## config.mk

```make
export PLATFORM = sky130hd
export DESIGN_NAME = flash_ctl_device_flat
export DESIGN_NICKNAME = d
export VERILOG_FILES = /design/src/hdl/flash_ctl_pkg.sv /design/src/hdl/flash_ctl_if.sv /design/src/hdl/flash_ctl_device.sv /design/src/hdl/space_map.sv /design/src/flat_wrapper.sv
export VERILOG_INCLUDE_DIRS = /design/src /design/src/hdl
export SDC_FILE = /design/constraint.sdc
export NUM_CORES = 1
export LEC_CHECK = 0
export ABC_AREA = 1
export ABC_CLOCK_PERIOD_IN_PS = 2300
export BUFFER_PORTS_ARGS = -buffer_cell sky130_fd_sc_hd__buf_2
export CORE_AREA = 5 5 276 278
export CTS_CLUSTER_DIAMETER = 100
export DETAILED_ROUTE_END_ITERATION = 8
export DIE_AREA = 0 0 281 283
export GPL_TIMING_DRIVEN = 0
export HOLD_SLACK_MARGIN = 0.02
export PLACE_DENSITY = 0.77
export SETUP_SLACK_MARGIN = 0.2
export SLEW_MARGIN = 25
export SYNTH_ARGS = -nofsm -noshare
export SYNTH_HDL_FRONTEND = slang
export SYNTH_SLANG_ARGS = --single-unit
```

## constraint.sdc

```tcl
create_clock -name clk -period 2.3 [get_ports clk]
set_input_delay 0.23 -clock clk [delete_from_list [all_inputs] [get_ports clk]]
set_output_delay 0.23 -clock clk [all_outputs]
set_load 0.05 [all_outputs]
```

## src/hdl/flash_ctl_consts.svh

```systemverilog
// Register offsets, field positions, key values, reset values and timing counts.
// Assumes it is included by bare name from every design file that needs it.
`ifndef FLASH_CTL_CONSTS_SVH
`define FLASH_CTL_CONSTS_SVH
`define FC_ADDR          8'hD1
`define FC_ERR_ADDR      8'hD2
`define FC_RESET         8'h00
`define FC_KEY_HI        7
`define FC_KEY_LO        4
`define FC_MAP_BIT       3
`define FC_SEL_HI        2
`define FC_SEL_LO        1
`define FC_BUSY_BIT      0
`define FC_KEY_ARM       4'h5
`define FC_KEY_GO        4'hA
`define FC_ERR_BIT       0
`define FC_PROG_NS       2000
`define FC_CLK_NS        8
`define FC_PROG_CYCLES   ((`FC_PROG_NS + `FC_CLK_NS - 1) / `FC_CLK_NS)
`define FC_PAGE_BYTES    64
`define FC_APP_HI        16'hFFFF
`define FC_USIG_HI       16'h01FF
`define FC_MSIG_HI       16'h027F
`define FC_FUSE_HI       16'h007F
`define FC_SEC_HI        16'h00FF
`endif

```

## src/hdl/flash_ctl_pkg.sv

```systemverilog
// Types for the flash launch controller; each state type belongs to one end only.
// Assumes nothing beyond the constants header.
package flash_ctl_pkg;
	typedef enum logic [1:0] {
		SpaceCode = 2'h0,
		SpaceSig  = 2'h1,
		SpaceFuse = 2'h2,
		SpaceRsvd = 2'h3
	} space_t;
	typedef enum logic [2:0] {
		PrgIdle = 3'h0,
		PrgArm  = 3'h1,
		PrgRun  = 3'h3,
		PrgDone = 3'h2
	} prg_state_t;
	typedef enum logic [2:0] {
		SeqIdle  = 3'h0,
		SeqWrite = 3'h1,
		SeqRead  = 3'h3,
		SeqWait  = 3'h2,
		SeqDone  = 3'h6
	} seq_state_t;
	typedef enum logic [2:0] {
		CmdNone    = 3'h0,
		CmdProgram = 3'h1,
		CmdRead    = 3'h2,
		CmdLoad    = 3'h3,
		CmdSetCtl  = 3'h4
	} cmd_t;
endpackage

```

## src/hdl/flash_ctl_if.sv

```systemverilog
// Core-side bus between the processor model and the flash launch controller.
// Assumes one clock shared by both ends.
`timescale 1ns/1ps
interface flash_ctl_if;
	logic [7:0]  sfrAddr;
	logic [7:0]  sfrWdata;
	logic        sfrWr;
	logic        sfrRd;
	logic [7:0]  sfrRdata;
	logic        instrDone;
	logic        xdataWr;
	logic [15:0] xdataAddr;
	logic [7:0]  xdataWdata;
	logic        codeRd;
	logic [15:0] codeAddr;
	logic [7:0]  codeRdata;
	logic        execInternal;
	logic        coreStall;
	logic        brownOut;
	modport device (
		input  sfrAddr, sfrWdata, sfrWr, sfrRd, instrDone, xdataWr, xdataAddr,
		input  xdataWdata, codeRd, codeAddr, execInternal, brownOut,
		output sfrRdata, codeRdata, coreStall
	);
	modport core (
		output sfrAddr, sfrWdata, sfrWr, sfrRd, instrDone, xdataWr, xdataAddr,
		output xdataWdata, codeRd, codeAddr, execInternal,
		input  sfrRdata, codeRdata, coreStall
	);
endinterface

```

## src/hdl/flash_ctl_device.sv

```systemverilog
// Flash control register, launch key sequencer, page buffer and space mapping.
// Assumes the core drives the device modport synchronously to clk.
//
// Implementation choice: the strobed register port.
`timescale 1ns/1ps
`include "flash_ctl_consts.svh"
module flash_ctl_device (
	input  wire logic   clk,
	input  wire logic   sys_rst,
	flash_ctl_if.device bus,
	output logic        progPulse,
	output logic [1:0]  progSpace,
	output logic [8:0]  progPage,
	output logic [7:0]  bufData [`FC_PAGE_BYTES],
	output logic [`FC_PAGE_BYTES-1:0] bufLoaded,
	input  wire logic [7:0] codeByte,
	input  wire logic [7:0] usigByte,
	input  wire logic [7:0] msigByte,
	input  wire logic [7:0] fuseByte,
	input  wire logic [7:0] secByte,
	output logic        dataWr,
	output logic        errFlag
);
	typedef struct packed {
		flash_ctl_pkg::prg_state_t st;
		logic [3:0]  key;
		logic        mapBuf;
		logic [1:0]  sel;
		logic        stall;
		logic [15:0] cnt;
		logic [8:0]  page;
		logic [`FC_PAGE_BYTES-1:0] loaded;
		logic [`FC_PAGE_BYTES-1:0][7:0] data;
		logic [7:0]  rdata;
		logic [7:0]  cdata;
		logic        err;
		logic        pulse;
	} st_t;
	st_t s_q, s_d;
	logic [2:0] region;
	logic       inRange;
	logic       busy;
	logic       ctlWr;
	// The key and select fields are decoded in several places, so once here.
	function automatic logic [3:0] keyOf(input logic [7:0] v);
		keyOf = v[`FC_KEY_HI:`FC_KEY_LO];
	endfunction
	function automatic logic [1:0] selOf(input logic [7:0] v);
		selOf = v[`FC_SEL_HI:`FC_SEL_LO];
	endfunction
	space_map u_map (
		.spaceSel (s_q.sel),
		.addr     (bus.codeAddr),
		.region   (region),
		.inRange  (inRange)
	);
	assign busy  = (s_q.st == flash_ctl_pkg::PrgRun);
	assign ctlWr = bus.sfrWr && (bus.sfrAddr == `FC_ADDR);
	always_comb begin
		s_d = s_q;
		s_d.pulse = 1'b0;
		if (ctlWr) begin
			s_d.key    = keyOf(bus.sfrWdata);
			s_d.mapBuf = bus.sfrWdata[`FC_MAP_BIT];
			s_d.sel    = selOf(bus.sfrWdata);
		end
		if (bus.sfrWr && bus.sfrAddr == `FC_ERR_ADDR && !bus.sfrWdata[`FC_ERR_BIT]) begin
			s_d.err = 1'b0;
		end
		case (s_q.st)
			flash_ctl_pkg::PrgIdle: begin
				if (ctlWr && keyOf(bus.sfrWdata) == `FC_KEY_ARM) begin
					s_d.st = flash_ctl_pkg::PrgArm;
				end
			end
			flash_ctl_pkg::PrgArm: begin
				if (ctlWr && keyOf(bus.sfrWdata) == `FC_KEY_GO
						&& selOf(bus.sfrWdata) != 2'h3) begin
					s_d.st    = flash_ctl_pkg::PrgRun;
					s_d.sel   = selOf(bus.sfrWdata);
					s_d.cnt   = 16'(`FC_PROG_CYCLES);
					s_d.stall = bus.execInternal;
					s_d.pulse = 1'b1;
				end else if (ctlWr && keyOf(bus.sfrWdata) == `FC_KEY_ARM) begin
					s_d.st = flash_ctl_pkg::PrgArm;
				end else if (ctlWr || bus.instrDone) begin
					s_d.st = flash_ctl_pkg::PrgIdle;
				end
			end
			flash_ctl_pkg::PrgRun: begin
				if (bus.brownOut) begin
					s_d.err = 1'b1;
					s_d.st  = flash_ctl_pkg::PrgDone;
				end else if (s_q.cnt <= 16'h0001) begin
					s_d.st = flash_ctl_pkg::PrgDone;
				end else begin
					s_d.cnt = s_q.cnt - 16'h0001;
				end
			end
			flash_ctl_pkg::PrgDone: begin
				s_d.loaded = '0;
				s_d.stall  = 1'b0;
				s_d.st     = flash_ctl_pkg::PrgIdle;
			end
			default: s_d.st = flash_ctl_pkg::PrgIdle;
		endcase
		if (bus.xdataWr && s_q.mapBuf && !busy) begin
			if (!s_q.loaded[bus.xdataAddr[5:0]]) begin
				s_d.data[bus.xdataAddr[5:0]]   = bus.xdataWdata;
				s_d.loaded[bus.xdataAddr[5:0]] = 1'b1;
			end
			s_d.page = bus.xdataAddr[15:7];
		end
		s_d.rdata = 8'h00;
		if (bus.sfrRd && bus.sfrAddr == `FC_ADDR) begin
			s_d.rdata = {s_q.key, s_q.mapBuf, s_q.sel, busy};
		end else if (bus.sfrRd && bus.sfrAddr == `FC_ERR_ADDR) begin
			s_d.rdata = {7'h00, s_q.err};
		end
		if (bus.codeRd) begin
			case (region)
				3'h0: s_d.cdata = codeByte;
				3'h1: s_d.cdata = usigByte;
				3'h2: s_d.cdata = msigByte;
				3'h3: s_d.cdata = fuseByte;
				3'h4: s_d.cdata = secByte;
				default: s_d.cdata = 8'hFF;
			endcase
			if (!inRange) begin
				s_d.cdata = 8'hFF;
			end
		end
	end
	always_ff @(posedge clk) begin
		if (sys_rst) begin
			s_q <= '0;
		end else begin
			s_q <= s_d;
		end
	end
	assign bus.sfrRdata  = s_q.rdata;
	assign bus.codeRdata = s_q.cdata;
	assign bus.coreStall = s_q.stall && busy;
	assign dataWr    = bus.xdataWr && !s_q.mapBuf;
	assign progPulse = s_q.pulse;
	assign progSpace = s_q.sel;
	assign progPage  = s_q.page;
	assign bufLoaded = s_q.loaded;
	assign errFlag   = s_q.err;
	generate
		for (genvar i = 0; i < `FC_PAGE_BYTES; i++) begin : g_buf
			assign bufData[i] = s_q.data[i];
		end
	endgenerate
endmodule // flash_ctl_device

```

## src/hdl/space_map.sv

```systemverilog
// Maps a program-memory read address to a space and checks it is in range.
// Assumes a combinational lookup, used by the device end.
`timescale 1ns/1ps
`include "flash_ctl_consts.svh"
module space_map (
	input  wire logic [1:0]  spaceSel,
	input  wire logic [15:0] addr,
	output logic      [2:0]  region,
	output logic             inRange
);
	always_comb begin
		region  = 3'h0;
		inRange = 1'b1;
		case (spaceSel)
			2'h0: begin
				region  = 3'h0;
				inRange = (addr <= `FC_APP_HI);
			end
			2'h1: begin
				region  = (addr <= `FC_USIG_HI) ? 3'h1 : 3'h2;
				inRange = (addr <= `FC_MSIG_HI);
			end
			2'h2: begin
				region  = (addr <= `FC_FUSE_HI) ? 3'h3 : 3'h4;
				inRange = (addr <= `FC_SEC_HI);
			end
			default: begin
				region  = 3'h7;
				inRange = 1'b0;
			end
		endcase
	end
endmodule // space_map

```

## src/flat_wrapper.sv

```systemverilog
// flat-port wrapper written by rule: the top's interface ports become plain ports
module flash_ctl_device_flat 
  (clk, sys_rst, progPulse, progSpace, progPage, bufData, bufLoaded, codeByte, usigByte, msigByte, fuseByte, secByte, dataWr, errFlag, bus_sfrAddr, bus_sfrWdata, bus_sfrWr, bus_sfrRd, bus_instrDone, bus_xdataWr, bus_xdataAddr, bus_xdataWdata, bus_codeRd, bus_codeAddr, bus_execInternal, bus_brownOut, bus_sfrRdata, bus_codeRdata, bus_coreStall);
  flash_ctl_if bus_i ();
  input  wire logic clk;
  input  wire logic sys_rst;
  output logic progPulse;
  output logic [1:0] progSpace;
  output logic [8:0] progPage;
  output logic [7:0] bufData[`FC_PAGE_BYTES];
  output logic [`FC_PAGE_BYTES-1:0] bufLoaded;
  input  wire logic [7:0] codeByte;
  input  wire logic [7:0] usigByte;
  input  wire logic [7:0] msigByte;
  input  wire logic [7:0] fuseByte;
  input  wire logic [7:0] secByte;
  output logic dataWr;
  output logic errFlag;
  input wire logic [$bits(bus_i.sfrAddr)-1:0] bus_sfrAddr;
  input wire logic [$bits(bus_i.sfrWdata)-1:0] bus_sfrWdata;
  input wire logic [$bits(bus_i.sfrWr)-1:0] bus_sfrWr;
  input wire logic [$bits(bus_i.sfrRd)-1:0] bus_sfrRd;
  input wire logic [$bits(bus_i.instrDone)-1:0] bus_instrDone;
  input wire logic [$bits(bus_i.xdataWr)-1:0] bus_xdataWr;
  input wire logic [$bits(bus_i.xdataAddr)-1:0] bus_xdataAddr;
  input wire logic [$bits(bus_i.xdataWdata)-1:0] bus_xdataWdata;
  input wire logic [$bits(bus_i.codeRd)-1:0] bus_codeRd;
  input wire logic [$bits(bus_i.codeAddr)-1:0] bus_codeAddr;
  input wire logic [$bits(bus_i.execInternal)-1:0] bus_execInternal;
  input wire logic [$bits(bus_i.brownOut)-1:0] bus_brownOut;
  output wire logic [$bits(bus_i.sfrRdata)-1:0] bus_sfrRdata;
  output wire logic [$bits(bus_i.codeRdata)-1:0] bus_codeRdata;
  output wire logic [$bits(bus_i.coreStall)-1:0] bus_coreStall;
  assign bus_i.sfrAddr = bus_sfrAddr;
  assign bus_i.sfrWdata = bus_sfrWdata;
  assign bus_i.sfrWr = bus_sfrWr;
  assign bus_i.sfrRd = bus_sfrRd;
  assign bus_i.instrDone = bus_instrDone;
  assign bus_i.xdataWr = bus_xdataWr;
  assign bus_i.xdataAddr = bus_xdataAddr;
  assign bus_i.xdataWdata = bus_xdataWdata;
  assign bus_i.codeRd = bus_codeRd;
  assign bus_i.codeAddr = bus_codeAddr;
  assign bus_i.execInternal = bus_execInternal;
  assign bus_i.brownOut = bus_brownOut;
  assign bus_sfrRdata = bus_i.sfrRdata;
  assign bus_codeRdata = bus_i.codeRdata;
  assign bus_coreStall = bus_i.coreStall;
  flash_ctl_device u_core (.clk(clk), .sys_rst(sys_rst), .bus(bus_i), .progPulse(progPulse), .progSpace(progSpace), .progPage(progPage), .bufData(bufData), .bufLoaded(bufLoaded), .codeByte(codeByte), .usigByte(usigByte), .msigByte(msigByte), .fuseByte(fuseByte), .secByte(secByte), .dataWr(dataWr), .errFlag(errFlag));
endmodule
```

-- Word-level counts from Yosys, hierarchy flattened
Cells that the tools add are included.
- add/sub/neg operators: 1
- order comparisons: 8
- equality and inequality tests: 20
- mux-type cells: 36
- bitwise gates (word level): 3
- reductions and logical operators: 27
- operators by type and width (operator ; number):
    two-way mux 576 bit ; 2
    bitwise mux 512 bit ; 1
    two-way mux 64 bit ; 1
    bitwise OR 64 bit ; 1
    demux 8 bit (select 6 bit) ; 1
    one-hot mux 8 bit (5 select lines) ; 1
    two-way mux 16 bit ; 2
    one-hot mux 16 bit (2 select lines) ; 1
    two-way mux 8 bit ; 3
    two-way mux 3 bit ; 7
    two-way mux 19 bit ; 1
    one-hot mux 3 bit (3 select lines) ; 2
    == test 8 bit (second input constant) ; 2
    <= comparator 16 x 1 -> 1 bit (second input constant) ; 1
    <= comparator 16 x 10 -> 1 bit (second input constant) ; 1
    <= comparator 16 bit (second input constant) ; 1
    <= comparator 16 x 7 -> 1 bit (second input constant) ; 1
    <= comparator 16 x 8 -> 1 bit (second input constant) ; 1
    <= comparator 16 x 9 -> 1 bit (second input constant) ; 1
    subtractor 16 x 1 -> 16 bit (second input constant) ; 1
    logical AND 1 bit ; 13
    == test 3 x 2 -> 1 bit (second input constant) ; 4
    < comparator 6 x 7 -> 1 bit (second input constant) ; 1
    two-way mux 1 bit ; 7
    26 further kinds ; 38
- register bits: 630
- input port bits: 105
- output and inout port bits: 607
- word-level logic and storage cells: 171

-- Depth between registers and ports, before layout
Gate-level depths: netlist (run 1).
- depth in word-level cells: 7
- depth in mapped cells: 16

-- By module
Synthesis (run 1) repeated with hierarchy kept, for this count alone.
- cell total of the unflattened synthesis: 3892
- area total of the unflattened synthesis: 30377.9 sq um
- modules (own cells, without submodules) (module ; times used ; cells an instance ; area an instance (sq um)):
    flash_ctl_device ; 1 ; 3864 ; 30241.5
    space_map ; 1 ; 28 ; 136.4

-- Least setup slack after synthesis (run 1)
Ideal clock, no wire load.
- path type: reg-to-reg
- start point: register u_core.s_q[603] (netlist bit)
- end point: register u_core.s_q[604] (netlist bit)
- library setup time: 0.116 ns
- arrival: 1.968 ns
- data required time: 2.184 ns
- path slack: 0.216 ns
- cell stages (with the launch flop): 13
- cells stage by stage: dfxtp_1 > inv_1 > ha_1 > inv_1 > nor2_1 > inv_1 > nor2_1 > nor2_1 > o21ai_1 > nand2_1 > buf_2 > o211ai_1 > inv_1
- word-level cells in the longest chain between the ends: 4
- RTL lines (what ; RTL line ; RTL):
    start: declaration ; flash_ctl_device.sv:39 ; st_t s_q, s_d;
    start signal: assignment ; flash_ctl_device.sv:136 ; s_q <= '0;
    start signal: assignment ; flash_ctl_device.sv:138 ; s_q <= s_d;
    subtractor 16 x 1 -> 16 bit ; flash_ctl_device.sv:97 ; s_d.cnt = s_q.cnt - 16'h0001;
    two-way mux 16 bit ; flash_ctl_device.sv:94 ; end else if (s_q.cnt <= 16'h0001) begin
    two-way mux 16 bit ; flash_ctl_device.sv:91 ; if (bus.brownOut) begin
    one-hot mux 16 bit (2 select lines) ; flash_ctl_device.sv:70 ; case (s_q.st)
Several ways; a longest one is shown, not always the timed one. The select of a mux whose other input is x is not followed.
A chain may end at the register's enable or synchronous reset.

==> results of run 1 <==
==> kinds of logic after synthesis <==
| family | share of synthesized area, % |
|---|---|
| simple gates | 33.4 |
| buf+inv | 25.5 |
| xor+xnor | 0.240 |
| compound gates | 2.45 |
| fa+ha+maj | 0.0762 |
| flops | 38.3 |
==> where the power goes <==
group | total, mW | switching [mW] | internal [mW]
Combinational | 1.33 | 0.972 | 0.360
Sequential | 10.9 | 0.00557 | 10.9
Clock | 11.4 | 4.85 | 6.59
==> what timing repair did <==
item,in CTS,in global routing
endpoints found under the hold margin,27,0
setup endpoints to repair,595,589
cloned,15,23
pin swaps,71,91
setup buffers,82,39
hold buffers,45,0
gates resized for setup,121,297
==> final cells by class <==
class / count / area [sq um]
clock buffer: 101 / 2080
tap: 969 / 1210
timing repair buffer: 899 / 6210
clock inverter: 23 / 253
antenna: 3 / 7.51
multi-input combinational: 2747 / 12800
buffer: 830 / 6300
sequential: 629 / 12600
fill: 6452 / 30000
inverter: 603 / 2270
==> cell usage after synthesis <==
cell type	number
a211oi_1	4
a21oi_1	36
buf_1	43
buf_12	6
buf_2	46
buf_4	604
buf_6	74
clkbuf_1	56
clkbuf_2	1
dfxtp_1	629
ha_1	2
inv_1	598
inv_2	5
nand2_1	1247
nand2_2	1
nand3_1	54
nand4_1	8
nand4_2	4
nand4_4	60
nor2_1	1166
nor2_2	3
nor2_4	1
nor2_8	2
nor3_1	20
nor3_2	1
nor3b_1	2
nor4_1	2
o211ai_1	8
o21ai_0	41
o21ai_1	66
or2_1	8
or2_2	2
xnor2_1	3
xor2_1	6
==> worst max-delay path, cell delays in order, from the launching register on <==
cell and delay, ns:
dfxtp_2 0.32, or2_1 0.20, nand3_1 0.07, nand2_1 0.07
o21ai_2 0.22, nand2_2 0.11, nor2_4 0.14, buf_12 0.18
buf_4 0.14, buf_12 0.12, nand4_4 0.14, buf_2 0.20
nor2_1 0.12, nor2_1 0.07
==> routing by layer <==
metal | part of all wire (%) | routed length [um] | track usage [%] | up-vias
li1 | - | - | - | 15500
met1 | 41 | 49300 | 36.5 | 14600
met2 | 46 | 55900 | 46.2 | 1378
met3 | 7.7 | 9410 | 4.58 | 321
met4 | 5.6 | 6840 | 14.7 | 0
met5 | 0 | 0 | 0 | -
==> placed cells by master (no fill, tap or decap), drive strengths merged <==
cell	Yosys	layout
a211oi	4	4
a21oi	36	36
buf	773	1609
bufinv	0	2
clkbuf	57	175
clkdlybuf4s15	0	1
clkinv	0	13
clkinvlp	0	5
dfxtp	629	629
diode	0	3
dlygate4sd3	0	45
ha	2	2
inv	603	606
nand2	1248	1248
nand3	54	54
nand4	72	72
nor2	1172	1172
nor3	21	21
nor3b	2	2
nor4	2	2
o211ai	8	8
o21ai	107	107
or2	10	10
xnor2	3	3
xor2	6	6
==> worst paths after layout <==
path	from	depth (start not counted)	slack [ns]	to
max	u_core.bufLoaded[58]	13	0.08	flop
min	bus_sfrWr	4	0.03	u_core.s_q[625]
max reg2reg	u_core.bufLoaded[58]	13	0.08	flop
min reg2reg	u_core.s_q[623]	2	0.44	u_core.bus.sfrRdata[4]
==> reports/qor.txt, run 1 <==
Final setup skew: 0.0373 ns
Vias/cell: 4.67
Via Count: 31800
H-tree depth: 3
Initial antenna violation count: 7
Leak: 24.5 nW
Setup crit start kind: flop
Final Wtd Congestion: 0.914
DP Area: 0.0376 sq mm
Worst min path class: input pin to flop
Post-synthesis register bit count: 629
Cell variety after synth: 34
Num CTS Buffers: 72
Post-Syn Area: 0.0328 sq mm
Chip height: 283 um
Synth top area share: 38.3%
Rows: 100
Layout Nets: 5889
Final WS setup: 0.0770 ns
Final Util: 59.3%
Gate Count Post-Synth: 4809
Iteration-0 DRC Markers: 2486
Slew Limit Fails: 0
# port buffers: 692
Tcrit/Tclk final: 96.7%
DP Wirelength: 84700 um
Period minus WS final: 2.22 ns
First-pass GRT wire length: 176000 um
Largest net degree at the start of global routing: 14
Avg Inst Size Synth: 6.83 sq um
Share of layout cells above drive strength 1: 34.6%
Max Buffers Root-to-Sink: 3
Placed Instances: 6473
Antenna viol nets, final: 0
MaxCap Viol Count: 0
Worst EP arrival: 2.72 ns
Crit-path max FO: 8
# IOs: 712
CTS tree: yes
Grt ovf: 0
Status: finished, final reports clean
CTS Sinks: 629
Least-Margin Pin Slew: 0.992 ns
Finished Cell Area: 0.0437 sq mm
Routed len/inst: 17.9 um
CTS root buf: clkbuf_16
Post-Place Setup Slack: -0.955 ns
Synthesis Warnings: 0
Post-Syn Nets: 4916
Setup total negative slack: 0 ns
Unrepaired setup endpoints after global routing: yes
Total GRT Usage: 28.4%
Tot Pwr: 23.7 mW
Dominant cell type by area after synthesis: dfxtp_1
Die ar.: 0.0795 sq mm
Worst-path clk slew: 0.06 ns
Rel. slew slack: 33.9%
Vias in the first global route: 29600
Crit path kind: flop to flop
Die width: 281 um
Routed WL: 121000 um
Max Clk Rate: 450 MHz
Remaining DRCs: 0
CP required: 2.80 ns
Clk Latency, worst-skew pair: 0.63 ns
Power Dens Cells: 542 mW/mm^2
Post-synthesis sequential area ratio: 38.3%
Area grow syn2layout: 33.2%
Area contributors post-synth: dfxtp_1 (38%), nand2_1 (14%), buf_4 (14%), nor2_1 (13%), inv_1 (6.8%)
Non-Filler Instances: 6804
TritonRoute pass-1 iters: 5
Final hold slack: 0.0319 ns
Core Box Area: 0.0737 sq mm
Setup crit end kind: flop
Initial Util: 44.6%
Hold Fails Final Rpt: 0
Max VDD drop: 494 uV
Final setup vio count: 0
Power figures use the tool's default switching activity.
==> run 2: changes to the inputs <==
- CELL_PAD_IN_SITES_DETAIL_PLACEMENT: not set -> 1
- CELL_PAD_IN_SITES_GLOBAL_PLACEMENT: not set -> 2
- CORE_AREA: 5 5 276 278 -> not set
- CORE_MARGIN: not set -> 5
- CORE_UTILIZATION: not set -> 30
- DIE_AREA: 0 0 281 283 -> not set
- PLACE_DENSITY: 0.77 -> 0.9
==> reports/qor.txt, run 2 (synthesized netlist as in run 1, its figures left out) <==
Number of fill cells: 13700
TritonRoute pass-1 iters: 5
Leak: 25.0 nW
Final setup skew: 0.0218 ns
Tcrit/Tclk final: 100%
Finished Cell Area: 0.0457 sq mm
Setup crit start kind: flop
Failing checks: negative setup slack
Hold depth: 4
Crit path kind: flop to flop
Post-Place Setup Slack: -1.24 ns
Routed len/inst: 20.0 um
# port buffers: 692
Most frequent cells in the layout: nand2_1 (1089), nor2_1 (1001), buf_2 (739), buf_4 (645), dfxtp_1 (622)
Layout Nets: 5943
Max Clk Rate: 433 MHz
Core Box Area: 0.109 sq mm
Num CTS Buffers: 78
CTS tree: yes
Worst hold endpoint: u_core.s_q[625]
First-pass GRT wire length: 210000 um
Setup crit end kind: flop
Multi-input gate area: 0.0133 sq mm
Most common cell after layout, fill and taps aside: nand2_1
H-tree depth: 3
CP required: 2.86 ns
Largest net degree at the start of global routing: 12
Reg2Reg Setup Slack: -0.009 ns
CTS Sinks: 629
Slew Limit Fails: 0
Vias in the first global route: 32600
DP Wirelength: 105000 um
Via Count: 32100
Initial antenna violation count: 14
Remaining DRCs: 0
Share of layout cells above drive strength 1: 37.0%
Antenna viol nets, final: 0
# IOs: 712
Rows: 121
Total GRT Usage: 23.8%
Grt ovf: 0
Hold Fails Final Rpt: 0
Final WS setup: -0.00904 ns
Worst min path class: input pin to flop
Max VDD drop: 482 uV
Power Dens Cells: 544 mW/mm^2
Rel. slew slack: 23.1%
Worst hold start: bus_sfrWr
Die width: 341 um
Max Buffers Root-to-Sink: 3
Status: finished with violations
Clk Latency, worst-skew pair: 0.64 ns
Least-Margin Pin Slew: 1.15 ns
Period minus WS final: 2.31 ns
Die ar.: 0.116 sq mm
Worst-path clk slew: 0.06 ns
CTS root buf: clkbuf_16
Worst-case reg-to-reg path depth: 14
Worst EP arrival: 2.87 ns
Chip height: 341 um
FF-to-FF Start: u_core.bufLoaded[58]
Area grow syn2layout: 39.0%
Final setup vio count: 4
Routed WL: 146000 um
MaxCap Viol Count: 0
Iteration-0 DRC Markers: 1452
DP Area: 0.0383 sq mm
Final Wtd Congestion: 0.836
Crit-path max FO: 7
Initial Util: 30.2%
Register area: 0.0126 sq mm
Unrepaired setup endpoints after global routing: yes
Vias/cell: 4.39
[run 2: cell count changes in the layout (fill, tap and decap cells not counted), sizes merged]
cell	delta
buf	+39
bufinv	+1
clkbuf	+15
clkdlybuf4s15	-1
clkinvlp	-3
diode	+2
dlygate4sd3	+14
inv	-2
[run 2: final cells by class]
class / count / area share (%)
multi-input combinational: 2747 / 29.0
sequential: 629 / 27.6
timing repair buffer: 947 / 15.1
buffer: 830 / 13.8
clock buffer: 120 / 5.15
inverter: 603 / 4.97
tap: 1414 / 3.88
clock inverter: 19 / 0.406
antenna: 5 / 0.0274
[run 2: worst max-delay path, cell delays in order (launching register included)]
cell,delay [ns]
dfxtp_2,0.33
or2_1,0.23
nand3_2,0.06
nand2_2,0.07
o21ai_4,0.23
nand2_2,0.10
nor2_4,0.16
buf_12,0.17
buf_12,0.15
nand4_4,0.19
buf_12,0.20
buf_8,0.13
nand2_4,0.05
nand2_2,0.05
nor2_2,0.10
[run 2: timing repair]
item                                    CTS  global route
cloned                                   13            20
setup buffers                            88            65
endpoints found under the setup margin  594           600
hold endpoints to repair                 27             0
hold buffers                             59             0
gates resized for setup                 134           478
pin swaps                                69           128
[run 2: stage by stage]
stage / hold slack [ns] / TNS (ns) / std cells / total power [mW] / utilization [%]
final: 0.0818 / -0.0158 / 7314 / 24.8 / 41.9
after global routing: 0.0708 / -5.20 / 7312 / 25.7 / 41.9
after global placement: 0.416 / -730.76 / 6915 / 12.3 / 35.0
after floorplan: 0.333 / 0 / 4809 / 11.7 / -
after detailed placement: 0.427 / -642.95 / 6925 / 12.4 / 35.2
after CTS: 0.0220 / 0 / 7224 / 25.0 / 39.7
[run 2: how the worst max path moves through the flow]
stage	cells after the start	slack (ns)	startpoint	endpoint
after global routing	14	-0.12	u_core.bufLoaded[58]	flop
after detailed placement	15	-1.24	bus_xdataAddr[0]	flop
after floorplan	12	0.22	u_core.s_q[603]	u_core.s_q[604]
final	14	-0.009	u_core.bufLoaded[58]	flop
after global placement	9	-1.53	bus_xdataAddr[2]	flop
after CTS	13	0.01	u_core.bufLoaded[58]	flop
[run 2: report_power, final]
part / switching, mW / internal, mW
Sequential: 0.00630 / 10.9
Combinational: 1.07 / 0.437
Clock: 5.06 / 7.37
[run 2: metal layers]
metal | GRT usage [%] | up-vias | wire length, um
li1 | - | 15600 | -
met1 | 29.6 | 15500 | 62800
met2 | 41.4 | 728 | 71100
met3 | 4.51 | 218 | 7630
met4 | 7.79 | 2 | 4830
met5 | 0 | - | 13
==> run 3: changes to the inputs <==
- ABC_CLOCK_PERIOD_IN_PS: 2300 -> 2200
- clock period: 2.3 -> 2.2 ns (I/O delays scaled with it)
==> reports/qor.txt, run 3 (synthesized netlist as in run 1, its figures left out) <==
Layout Nets: 5900
Finished Cell Area: 0.0453 sq mm
Clk Latency, worst-skew pair: 0.65 ns
Reg2Reg Setup Slack: -0.04 ns
Combinational Power Share: 5.6%
DP Area: 0.0383 sq mm
Tcrit/Tclk final: 104%
Slew Limit Fails: 0
CTS tree: yes
Setup crit end kind: flop
First-pass GRT wire length: 208000 um
Antenna viol nets, final: 0
Worst-case reg-to-reg path depth: 13
Die width: 341 um
Area grow syn2layout: 38.0%
Iteration-0 DRC Markers: 1309
Total GRT Usage: 23.7%
Least-Margin Pin Slew: 1.09 ns
Worst EP arrival: 2.87 ns
Power Dens Cells: 593 mW/mm^2
Share of layout cells above drive strength 1: 36.0%
# IOs: 712
FF-to-FF Start: u_core.bufLoaded[56]
Routed len/inst: 20.0 um
Hold Fails Final Rpt: 0
Leak: 24.8 nW
Worst Setup SP: bus_xdataAddr[1]
Worst hold start: bus_xdataWdata[2]
Period minus WS final: 2.30 ns
Final WS setup: -0.0963 ns
Clock share of power: 51.9%
CTS Sinks: 629
Crit path kind: input pin to flop
Final Wtd Congestion: 0.868
Routed WL: 146000 um
Grt ovf: 0
DP Wirelength: 105000 um
Final Util: 41.6%
Most common cell after layout, fill and taps aside: nand2_1
Number of fill cells: 13700
Final setup skew: 0.0282 ns
Remaining DRCs: 0
Die ar.: 0.116 sq mm
Core Box Area: 0.109 sq mm
Worst-path clk slew: 0.06 ns
Int Pwr: 20.3 mW
Final hold slack: 0.0564 ns
Final setup vio count: 24
CTS root buf: clkbuf_16
Status: finished with violations
Vias in the first global route: 32700
Chip height: 341 um
Most frequent cells in the layout: nand2_1 (1092), nor2_1 (1028), buf_2 (733), buf_4 (645), dfxtp_1 (623)
Max VDD drop: 515 uV
MaxCap Viol Count: 0
Failing checks: negative setup slack
Max Buffers Root-to-Sink: 3
Rows: 121
Num CTS Buffers: 80
CP required: 2.77 ns
Crit-path max FO: 8
TritonRoute pass-1 iters: 4
Sequential share of power: 42.4%
Largest net degree at the start of global routing: 13
Rel. slew slack: 27.5%
Tot Pwr: 26.9 mW
Initial antenna violation count: 15
H-tree depth: 3
Setup crit start kind: input pin
Net switching power: 6.57 mW
Unrepaired setup endpoints after global routing: yes
Via Count: 31700
Vias/cell: 4.36
Initial Util: 30.2%
Sw frac: 24.4%
# port buffers: 692
Max Clk Rate: 435 MHz
Worst min path class: input pin to flop
run 3: critical path, cell delays in order:
cell     delay, ns
buf_2         0.22
nand2_1       0.23
inv_2         0.31
nand2_1       0.67
nor2_1        0.53
nand4_4       0.22
buf_8         0.20
nand2_2       0.06
nand2_2       0.05
nor2_2        0.12
run 3: timing repair:
| action | in CTS | in global routing |
|---|---|---|
| cloned | 4 | 22 |
| hold buffers | 60 | 0 |
| hold endpoints to repair | 27 | 0 |
| buffers inserted | 96 | 20 |
| setup endpoints to repair | 594 | 598 |
| pin swaps | 106 | 128 |
| gates resized for setup | 145 | 376 |
run 3: worst min path at each step:
stage	endpoint	slack [ns]	depth (start not counted)
6_report	flop	0.06	4
5_1_grt	flop	0.04	4
4_1_cts	u_core.bus.codeRdata[6]	0.03	5
3_5_place_dp	u_core.s_q[619]	0.42	3
3_3_place_gp	u_core.s_q[619]	0.41	3
2_1_floorplan	u_core.s_q[619]	0.32	2
run 3: through the flow:
step / std cells / setup WS (ns) / TNS (ns)
final: 7274 / -0.0963 / -0.630
after global routing: 7270 / -0.134 / -15.19
after CTS: 7226 / -0.00624 / -0.0198
after detailed placement: 6923 / -1.32 / -681.90
after global placement: 6915 / -1.53 / -749.22
after floorplan: 4809 / 0.206 / 0
run 3: power by group through the flow:
stage	combinational (mW)	sequential (mW)	clock (mW)
global placement	1.23	11.7	0
CTS	1.42	11.4	14.2
floorplan	0.624	11.7	0
finish	1.51	11.4	14.0
global route	1.60	11.4	14.7
detailed placement	1.28	11.7	0
run 3: metal layers:
metal  vias to the layer above  part of all wire (%)  global-route usage (%)  wire [um]
li1                      15600                     -                       -          -
met1                     15200                    42                    28.9      61900
met2                       725                    48                    41.2      70200
met3                       242                   5.2                    4.90       7640
met4                         2                   4.0                    8.67       5880
met5                         -                0.0089                       0         13
run 3: area by class of cell:
cell class | instances | area, sq um | share of cell area [%]
Buffer | 830 | 6340 | 14.0
Clock inverter | 25 | 327 | 0.721
Timing Repair Buffer | 902 | 6370 | 14.1
Antenna cell | 6 | 15.0 | 0.0331
Sequential cell | 629 | 12600 | 27.8
Clock buffer | 118 | 2440 | 5.39
Inverter | 603 | 2270 | 5.00
Tap cell | 1414 | 1770 | 3.90
Multi-Input combinational cell | 2747 | 13200 | 29.1
